### config.mk
export PLATFORM = sky130hd
export DESIGN_NAME = iog_top
export DESIGN_NICKNAME = d
export VERILOG_FILES = /design/src/common/iog_pkg.sv /design/src/design/iog_port.sv /design/src/design/iog_csel.sv /design/src/design/iog_top.sv
export VERILOG_INCLUDE_DIRS = /design/src /design/src/common
export SDC_FILE = /design/constraint.sdc
export NUM_CORES = 1
export LEC_CHECK = 0
export BUFFER_PORTS_ARGS = -buffer_cell sky130_fd_sc_hd__clkbuf_2
export CAP_MARGIN = 10
export CORE_AREA = 2 2 108 110
export CTS_CLUSTER_DIAMETER = 200
export DETAILED_ROUTE_END_ITERATION = 8
export DIE_AREA = 0 0 110 112
export PLACE_DENSITY = 0.74
export SKIP_LAST_GASP = 1
export SYNTH_ARGS = -nofsm -noshare
export SYNTH_HDL_FRONTEND = slang
export SYNTH_HIERARCHICAL = 1
export SYNTH_SLANG_ARGS = --single-unit
### constraint.sdc
create_clock -name core_clk -period 5.2 [get_ports core_clk]
set_clock_uncertainty 0.15 [all_clocks]
set_input_delay 0.52 -clock core_clk [delete_from_list [all_inputs] [get_ports core_clk]]
set_output_delay 0.52 -clock core_clk [all_outputs]
set_load 0.02 [all_outputs]
### src/common/iog_cfg.svh
// Purpose: offsets, field positions, reset values and counts of the I/O glue block
// Assumes: 8-bit I/O page, full decode of A7-A0
// Notes: definitions only
`ifndef IOG_CFG_SVH
`define IOG_CFG_SVH

// ----------------------------------------
// register offsets
// ----------------------------------------
`define IOG_ADDR_P1_DIR 8'hE0
`define IOG_ADDR_P1_DATA 8'hE1
`define IOG_ADDR_P2_DIR 8'hE2
`define IOG_ADDR_P2_DATA 8'hE3
`define IOG_ADDR_TMR_BASE 8'hE4
`define IOG_ADDR_SER_CTRL 8'hE8
`define IOG_ADDR_SER_DATA 8'hE9
`define IOG_ADDR_RAM_UB 8'hEA
`define IOG_ADDR_RAM_LB 8'hEB
`define IOG_ADDR_ROM_UB 8'hEC
`define IOG_ADDR_SYS_CFG 8'hED
`define IOG_ADDR_RSVD0 8'hEE
`define IOG_ADDR_RSVD1 8'hEF
`define IOG_PAGE_HI 4'hE

// ----------------------------------------
// system_config fields
// ----------------------------------------
`define IOG_CFG_TMR_BIT 0
`define IOG_CFG_EMU_BIT 1
`define IOG_CFG_ROMDIS_BIT 5

// ----------------------------------------
// reset values
// ----------------------------------------
`define IOG_RST_DIR 8'h00
`define IOG_RST_DATA 8'h00
`define IOG_RST_RAM_UB 8'hFF
`define IOG_RST_RAM_LB 8'h80
`define IOG_RST_ROM_UB 8'h7F
`define IOG_RST_CFG 8'h00

// ----------------------------------------
// counts
// ----------------------------------------
`define IOG_SER_WAIT_STATES 2'h2

`endif

### src/common/iog_pkg.sv
// Purpose: shared types of the I/O glue block
// Assumes: core I/O bus with one-cycle read and write strobes
// Notes: constants live in iog_cfg.svh
package iog_pkg;

    // ----------------------------------------
    // core I/O request
    // ----------------------------------------
    typedef struct packed {
        logic [7:0] addr;
        logic [7:0] wdata;
        logic rd;
        logic wr;
    } iog_io_req_t;

    // ----------------------------------------
    // pin drive of one 8-bit port
    // ----------------------------------------
    typedef struct packed {
        logic [7:0] out;
        logic [7:0] oe;
    } iog_pin_drv_t;

endpackage : iog_pkg

### src/design/iog_port.sv
// Purpose: one 8-bit parallel port with data and direction registers
// Assumes: direction bit 1 = output
// Notes: data reads return pin level on input bits
`timescale 1ns/1ps
`include "iog_cfg.svh"

module iog_port (
    input wire logic core_clk,
    input wire logic rstn,
    input wire logic wr_dir,
    input wire logic wr_data,
    input wire logic [7:0] wdata,
    input wire logic [7:0] pin_in,
    output logic [7:0] dir,
    output logic [7:0] data_rd,
    output iog_pkg::iog_pin_drv_t drv
);
    logic [7:0] data;

    // ----------------------------------------
    // registers
    // ----------------------------------------
    always_ff @(posedge core_clk or negedge rstn) begin
        if (!rstn) begin
            dir <= `IOG_RST_DIR;
            data <= `IOG_RST_DATA;
        end else begin
            if (wr_dir) dir <= wdata;
            if (wr_data) data <= wdata;
        end
    end

    assign drv.out = data;
    assign drv.oe = dir;
    assign data_rd = (dir & data) | (~dir & pin_in);
endmodule : iog_port

### src/design/iog_csel.sv
// Purpose: ROM and RAM chip select decode from A19-A12
// Assumes: bounds are inclusive page numbers
// Notes: no strobe qualification, so selects may glitch
`timescale 1ns/1ps

module iog_csel (
    input wire logic core_clk,
    input wire logic rstn,
    input wire logic [7:0] mem_page,
    input wire logic [7:0] ram_upper_bound,
    input wire logic [7:0] ram_lower_bound,
    input wire logic [7:0] rom_upper_bound,
    input wire logic rom_disable,
    output logic rom_select_n,
    output logic ram_select_n
);
    logic rom_hit;
    logic ram_hit;

    // ----------------------------------------
    // decode
    // ----------------------------------------
    // purely combinational by design: address only, no strobes
    assign rom_hit = (mem_page <= rom_upper_bound);
    assign ram_hit = (mem_page <= ram_upper_bound) && (mem_page >= ram_lower_bound);
    assign rom_select_n = !(rom_hit && !rom_disable);
    assign ram_select_n = !ram_hit;
endmodule : iog_csel

### src/design/iog_top.sv
// Purpose: I/O page decode, parallel ports, chip selects, config and serial glue
// Assumes: core strobes io_rd and io_wr for one cycle with a stable request
// Notes: read data appear one cycle after io_rd
`timescale 1ns/1ps
`include "iog_cfg.svh"

// What this block does
// - two 8-bit ports with direction registers
// - config bit D0 gives counter pins priority
// - all port pins inputs after reset
// - ROM select active when page at or below bound, RAM select when within its bounds
// - bounds held at EAh, EBh, ECh
// - selects decoded from A19-A12 combinationally only
// - config bit D5 disables ROM select
// - emulator mode shows peripheral reads outside
// - otherwise data bus stays off during reads
// - full eight-bit decode, no aliases
// - fixed map of glue page registers
// - core registers in relocatable 64-byte block
// - two wait states on serial interrupt acknowledge
// - serial controller reset by reset, system clock
// - port one carries counter outputs and triggers
module iog_top (
    input wire logic core_clk,
    input wire logic rstn,
    input iog_pkg::iog_io_req_t io_req,
    output logic [7:0] io_rdata,
    output logic io_rvalid,
    input wire logic [1:0] core_reg_block,
    output logic tmr_sel,
    output logic [1:0] tmr_chan,
    input wire logic [7:0] tmr_rdata,
    output logic ser_sel,
    output logic ser_data_sel,
    input wire logic [7:0] ser_rdata,
    output logic [7:0] ext_data_out,
    output logic ext_data_oe,
    input wire logic [7:0] mem_page,
    output logic rom_select_n,
    output logic ram_select_n,
    input wire logic [7:0] port_one_in,
    output logic [7:0] port_one_out,
    output logic [7:0] port_one_oe,
    input wire logic [7:0] port_two_in,
    output logic [7:0] port_two_out,
    output logic [7:0] port_two_oe,
    input wire logic [3:0] zero_count_out,
    output logic [3:0] count_trigger_in,
    input wire logic intack_start,
    input wire logic ser_iack,
    output logic wait_n,
    output logic ser_reset_n,
    output logic ser_clk
);
    // ----------------------------------------
    // decode helpers
    // ----------------------------------------
    function automatic logic hit(input logic [7:0] a, input logic [7:0] off);
        hit = (a == off);
    endfunction : hit

    logic [7:0] ram_upper_bound;
    logic [7:0] ram_lower_bound;
    logic [7:0] rom_upper_bound;
    logic [7:0] system_config;
    logic [7:0] p1_dir;
    logic [7:0] p2_dir;
    logic [7:0] p1_rd;
    logic [7:0] p2_rd;
    logic [1:0] wait_cnt;
    iog_pkg::iog_pin_drv_t p1_drv;
    iog_pkg::iog_pin_drv_t p2_drv;

    wire [7:0] a = io_req.addr;
    wire page_hit = (a[7:4] == `IOG_PAGE_HI);
    wire core_hit = (a[7:6] == core_reg_block);
    wire timer_mode = system_config[`IOG_CFG_TMR_BIT];
    wire emu_mode = system_config[`IOG_CFG_EMU_BIT];
    wire rom_disable = system_config[`IOG_CFG_ROMDIS_BIT];

    wire sel_p1_dir = hit(a, `IOG_ADDR_P1_DIR);
    wire sel_p1_data = hit(a, `IOG_ADDR_P1_DATA);
    wire sel_p2_dir = hit(a, `IOG_ADDR_P2_DIR);
    wire sel_p2_data = hit(a, `IOG_ADDR_P2_DATA);
    wire sel_ram_ub = hit(a, `IOG_ADDR_RAM_UB);
    wire sel_ram_lb = hit(a, `IOG_ADDR_RAM_LB);
    wire sel_rom_ub = hit(a, `IOG_ADDR_ROM_UB);
    wire sel_cfg = hit(a, `IOG_ADDR_SYS_CFG);
    wire sel_ser_c = hit(a, `IOG_ADDR_SER_CTRL);
    wire sel_ser_d = hit(a, `IOG_ADDR_SER_DATA);
    wire sel_tmr = (a[7:2] == 6'((`IOG_ADDR_TMR_BASE) >> 2));

    // counter and serial units decode their own strobes from these
    assign tmr_sel = sel_tmr;
    assign tmr_chan = a[1:0];
    assign ser_sel = sel_ser_c || sel_ser_d;
    assign ser_data_sel = sel_ser_d;

    // ----------------------------------------
    // read mux
    // ----------------------------------------
    // reserved addresses fall to zero in the default term
    wire [7:0] rd_mux =
        sel_p1_dir ? p1_dir :
        sel_p1_data ? p1_rd :
        sel_p2_dir ? p2_dir :
        sel_p2_data ? p2_rd :
        sel_tmr ? tmr_rdata :
        ser_sel ? ser_rdata :
        sel_ram_ub ? ram_upper_bound :
        sel_ram_lb ? ram_lower_bound :
        sel_rom_ub ? rom_upper_bound :
        sel_cfg ? system_config : 8'h00;

    // core registers stay hidden even if software overlaps the block
    wire show_ext = io_req.rd && page_hit && emu_mode && !core_hit;

    // ----------------------------------------
    // glue registers
    // ----------------------------------------
    always_ff @(posedge core_clk or negedge rstn) begin
        if (!rstn) begin
            ram_upper_bound <= `IOG_RST_RAM_UB;
            ram_lower_bound <= `IOG_RST_RAM_LB;
            rom_upper_bound <= `IOG_RST_ROM_UB;
            system_config <= `IOG_RST_CFG;
        end else if (io_req.wr) begin
            if (sel_ram_ub) ram_upper_bound <= io_req.wdata;
            if (sel_ram_lb) ram_lower_bound <= io_req.wdata;
            if (sel_rom_ub) rom_upper_bound <= io_req.wdata;
            if (sel_cfg) system_config <= io_req.wdata;
        end
    end

    // ----------------------------------------
    // read answer and emulator visibility
    // ----------------------------------------
    always_ff @(posedge core_clk or negedge rstn) begin
        if (!rstn) begin
            io_rdata <= 8'h00;
            io_rvalid <= 1'b0;
            ext_data_out <= 8'h00;
            ext_data_oe <= 1'b0;
        end else begin
            io_rvalid <= io_req.rd && page_hit;
            if (io_req.rd && page_hit) io_rdata <= rd_mux;
            ext_data_oe <= show_ext;
            if (show_ext) ext_data_out <= rd_mux;
        end
    end

    // ----------------------------------------
    // parallel ports
    // ----------------------------------------
    iog_port u_port_one (
        .core_clk(core_clk),
        .rstn(rstn),
        .wr_dir(io_req.wr && sel_p1_dir),
        .wr_data(io_req.wr && sel_p1_data),
        .wdata(io_req.wdata),
        .pin_in(port_one_in),
        .dir(p1_dir),
        .data_rd(p1_rd),
        .drv(p1_drv)
    );

    iog_port u_port_two (
        .core_clk(core_clk),
        .rstn(rstn),
        .wr_dir(io_req.wr && sel_p2_dir),
        .wr_data(io_req.wr && sel_p2_data),
        .wdata(io_req.wdata),
        .pin_in(port_two_in),
        .dir(p2_dir),
        .data_rd(p2_rd),
        .drv(p2_drv)
    );

    // counter mode overrides the port one register settings
    assign port_one_out = timer_mode ? {zero_count_out, 4'h0} : p1_drv.out;
    assign port_one_oe = timer_mode ? 8'hF0 : p1_drv.oe;
    assign count_trigger_in = timer_mode ? port_one_in[3:0] : 4'h0;
    assign port_two_out = p2_drv.out;
    assign port_two_oe = p2_drv.oe;

    // ----------------------------------------
    // chip selects
    // ----------------------------------------
    iog_csel u_csel (
        .core_clk(core_clk),
        .rstn(rstn),
        .mem_page(mem_page),
        .ram_upper_bound(ram_upper_bound),
        .ram_lower_bound(ram_lower_bound),
        .rom_upper_bound(rom_upper_bound),
        .rom_disable(rom_disable),
        .rom_select_n(rom_select_n),
        .ram_select_n(ram_select_n)
    );

    // ----------------------------------------
    // serial controller glue
    // ----------------------------------------
    // vectored acknowledge is slow inside the serial unit, hence the stall
    always_ff @(posedge core_clk or negedge rstn) begin
        if (!rstn) begin
            wait_cnt <= 2'h0;
        end else if (intack_start && ser_iack) begin
            wait_cnt <= `IOG_SER_WAIT_STATES;
        end else if (wait_cnt != 2'h0) begin
            wait_cnt <= wait_cnt - 2'h1;
        end
    end

    assign wait_n = (wait_cnt == 2'h0);
    assign ser_reset_n = rstn;
    assign ser_clk = core_clk;
endmodule : iog_top

# After elaboration in Yosys (flattened, before gate mapping)
# Index checks and enable logic that the tools add are counted.
# totals
latchBits	0
romBits	0
ff_bits	84
memories	0
mem_bits_rw	0
word_cells	75
# op_classes
addsub	1
eq_ne	13
bitwise_logic	8
n_lt_le_gt_ge	3
mul	0
n_shift	0
mux	15
div	0
reduce_logical	22
# op_table
cell	n
two-way mux 8 bit	12
equality test 8 bit, second input constant	10
bitwise AND 8 bit	4
<= comparator 8 bit	2
NOT 8 bit	2
bitwise OR 8 bit	2
logical AND 1 bit	10
>= comparator 8 bit	1
AND reduction 2 bit	4
equality test 6 bit, second input constant	1
equality test 4 bit, second input constant	1
zero test 1 bit	4
two-way mux 2 bit	2
two-way mux 4 bit	1
nonzero test 2 bit	2
equality test 2 bit	1
zero test 2 bit	1
subtractor 2 x 1 -> 2 bit, second input constant	1
logical OR 1 bit	1

# Longest topological paths before layout
# depth
ltp_word	11
mapped_depth	8
mapped_depth_nobuf	7

# Cells and area by module
# The synthesis kept the hierarchy.
# modules_own_cells
mod	cells_per_inst	area_each_um2	seq_area_each_um2	instances
iog_top	326	3201.8	1321.3	1
iog_port	50	813.3	400.4	2
iog_csel	86	601.8	0.0	1

==> metrics.md <==
| Metric | Value |
|---|---|
| Status | finished clean |
| Initial DRT Pass Iterations | 5 |
| Final ANT Viol Nets | 0 |
| Chain of cells forming the critical path | clkbuf_16, clkbuf_16, clkbuf_2 |
| WL/cell | slightly below 20 µm |
| Via count of the first global-routing pass | 4,256 |
| Wire length of the first global-routing pass | 23.0 mm |
| Clock Root Buffer | clkbuf_16 |
| Number of setup buffers added after CTS | 0 |
| CP Capture Type | output port |
| Maximum number of pins on one net before global-route repair | 86 |
| Worst slew pin tran | 1.04 ns |
| Antenna violations before repair | 0 |
| Worst Slack Setup Final | 1.44 ns |
| Power density over the cells | 273 nW/µm² |
| Detailed router's first-iteration violation count | 267 |
| Main area contributors after synthesis | dfrtp_1 31%, mux2_2 11%, mux2_4 8.8% |
| Crit path buffers/inverters | 3 |
| Post-synth cell types | 70 |
| Normalized max-slew margin | 0.304 |
| Vias per inst | between 5 and 6 |
| Post-route insts no fill | around 760 |
| CTS HTree Levels | 3 |
| Drt drc | 0 |
| Die extent in x | 110 µm |
| Half-perimeter wire length after placement | 11.5 mm |
| Clk slew on worst S/H paths | approximately 0.060 ns |
| Nets | about 700 |
| Cts bufs inserted | 9 |
| Largest delay share family, worst path | buffers and inverters |
| Share of the synthesized area in the top cell type | 0.313 |
| Row count | 39 |
| Path type of the worst min-delay path | input pin to asynchronous set/reset pin |
| Worst setup timing slack at the placement stage | 1.80 ns |
| Effective utilization at floorplan | 0.486 |
| Number of hold buffers added after CTS | 0 |
| Maximum fanout count along the critical path | 9 |
| Number of buffers inserted by port buffering | approximately 130 |
| Final weighted congestion in routability-driven placement | 0.892 |
| Final setup vio count | 0 |
| Worst supply voltage drop on vdd | 0.177 mV |
| Overall track demand over capacity in global routing | 0.247 |
| CP Data Arrival Time | 3.09 ns |
| Critical path class | clock port to output port |
| Routed wire length | 14.8 mm |
| Remaining global-route overflow | 0 |
| Cell type with the highest aggregate area in the netlist | dfrtp_1 |
| Leakage power summed over all cells | about 3.0 nW |
| Antenna cell count | 0 |
| Largest buffer count on any clock path | 2 |
| Total via count after detailed routing | 4,282 |
| CP Launch Type | clock port |
| Sum of negative setup slack | 0 ns |
| Number of hold violations in the final report | 0 |
| Crit path largest cell delay | 0.17 ns |
| Post-synthesis net count | 605 |
| Most used flip-flop cell after synthesis | dfrtp_1 |
| Placed cells | 741 |
| Core Footprint | 11,200 µm² |
| Number of synthesized register bits | 84 |
| Slowest stage cell, crit path | clkbuf_16 |
| Cell area after synthesis | 5430 µm² |
| Max-slew violations | 0 |
| Number of warnings printed during yosys synthesis | 6 |
| Clock latency reported for the late side of the worst-skew pair | 0.34 ns |
| Number of top-level pins | 132 |
| CP Data Required Time | 4.53 ns |
| Avg Cell Area, Syn | roughly 11 µm² |
| Overall die height | 112 µm |
| TritonCTS clock tree | built |
| Area overhead of the layout relative to synthesis | 14.6% |
| Most common cell type on the critical path | clkbuf_16 |
| Max-capacitance violation count | 0 |
| Tot Pwr | 1.70 mW |
| Proportion of register bits with asynchronous set or reset after synthesis | 1.00 |
| Count of flip-flops with a built-in enable after synthesis | 0 |
| Die outline area | 12,300 µm² |
| Seq/Total Area, Yosys | 0.391 |
| Post-synthesis cell count | 512 |
| Layout cell share with drive strength beyond 1 | 0.431 |
| Gates resized, CTS repair | 0 |
| Unrepaired setup endpoints after global routing | false |
| Filler instances | roughly 1,000 |
-- power breakdown --
group | total, mW | leakage (nW) | internal [mW] | switching (mW)
Clock | 0.639 | 0.143 | 0.384 | 0.255
Sequential | 0.741 | 1.09 | 0.700 | 0.0404
Combinational | 0.319 | 1.77 | 0.135 | 0.184
Total | 1.70 | 3.01 | 1.22 | 0.480
-- through the flow --
| stage | util | instance area (µm²) | hold slack, ns |
|---|---|---|---|
| 2_1_floorplan | - | 5430 | 0.0744 |
| 3_3_place_gp | 0.532 | 5940 | 0.319 |
| 5_1_grt | 0.557 | 6220 | 0.248 |
| 4_1_cts | 0.557 | 6220 | 0.222 |
| 6_report | 0.557 | 6220 | 0.222 |
| 3_5_place_dp | 0.532 | 5940 | 0.324 |
-- kinds of logic after synthesis --
| group | count (synthesis) | share of synthesized area |
|---|---|---|
| buffers and inverters | 78 | 0.0829 |
| multiplexers | 89 | 0.206 |
| XOR/XNOR | 3 | 0.00484 |
| adder cells (fa/ha/maj) | 25 | 0.0576 |
| AO/OA/AOI/OAI | 103 | 0.124 |
| flip-flops | 84 | 0.391 |
| AND/OR/NAND/NOR | 130 | 0.133 |
-- final cells by class --
class                   count  area (µm²)  share of cell area
clock buffers              13         251              0.0404
clock inverters             2        35.0             0.00563
inverters                  33         124              0.0199
multi-input cells         350        2860               0.459
flip-flops and latches     84        2120               0.341
well taps                 143         179              0.0288
repair buffers            130         653               0.105
-- per-layer routing --
layer	global-route usage	share of wire	vias up
met5	0	0	-
met4	0.0979	0.028	0
met3	0.0451	0.062	26
met2	0.405	0.48	164
met1	0.320	0.43	2088
li1	-	-	2004
-- sequential cells by signal, indices dropped and copies added (netlist names) --
name,flops
ext_data_out,8
io_rdata,8
ram_lower_bound,8
ram_upper_bound,8
rom_upper_bound,8
system_config,8
u_port_one/data,8
u_port_one/dir,8
u_port_two/data,8
u_port_two/dir,8
wait_cnt,2
ext_data_oe,1
io_rvalid,1
-- cell usage after synthesis, types with 3 or more instances --
cell	number
a21oi_1	22
buf_4	25
inv_1	31
nor2_1	24
nand3_1	10
o21ai_0	21
a21o_1	6
nor2b_1	9
o22ai_1	3
nor3_1	8
buf_6	7
and3_1	3
a31oi_1	7
mux2_4	32
nand2b_1	3
o21ai_1	6
dfstp_2	16
mux2_2	55
clkbuf_1	3
nor3_2	3
and2_1	6
o31ai_1	5
a22oi_1	9
or2_2	4
dfrtp_1	68
ha_1	25
nand2_1	38
buf_2	9
-- placed cells by master (no fill, tap or decap), types with 10 or more instances in the layout --
| cell type | n |
|---|---|
| a21oi_1 | 22 |
| clkbuf_2 | 130 |
| dfrtp_1 | 68 |
| dfstp_2 | 16 |
| ha_1 | 25 |
| inv_1 | 31 |
| mux2_2 | 55 |
| mux2_4 | 32 |
| nand2_1 | 38 |
| nand3_1 | 10 |
| nor2_1 | 24 |
| o21ai_0 | 21 |
-- path summary, 6_finish.rpt --
path                       depth (start not counted)  slack (ns)                             end                           from
max                                                3        1.44                         ser_clk                       core_clk
min                                                1        0.22  u_port_one/data[5]$_DFFE_PN0P_                           rstn
max reg2reg                                        6        2.94     ext_data_out[5]$_DFFE_PN0P_  u_port_two/dir[5]$_DFFE_PN0P_
min reg2reg                                        2        0.34     ext_data_out[2]$_DFFE_PN0P_    ext_data_out[2]$_DFFE_PN0P_
max in group asynchronous                          1        4.01  ram_lower_bound[0]$_DFFE_PN0P_                           rstn
min in group core_clk                              2        0.23         wait_cnt[0]$_DFFE_PN0P_                       ser_iack
Note: power is estimated with default switching activity, not from simulation.
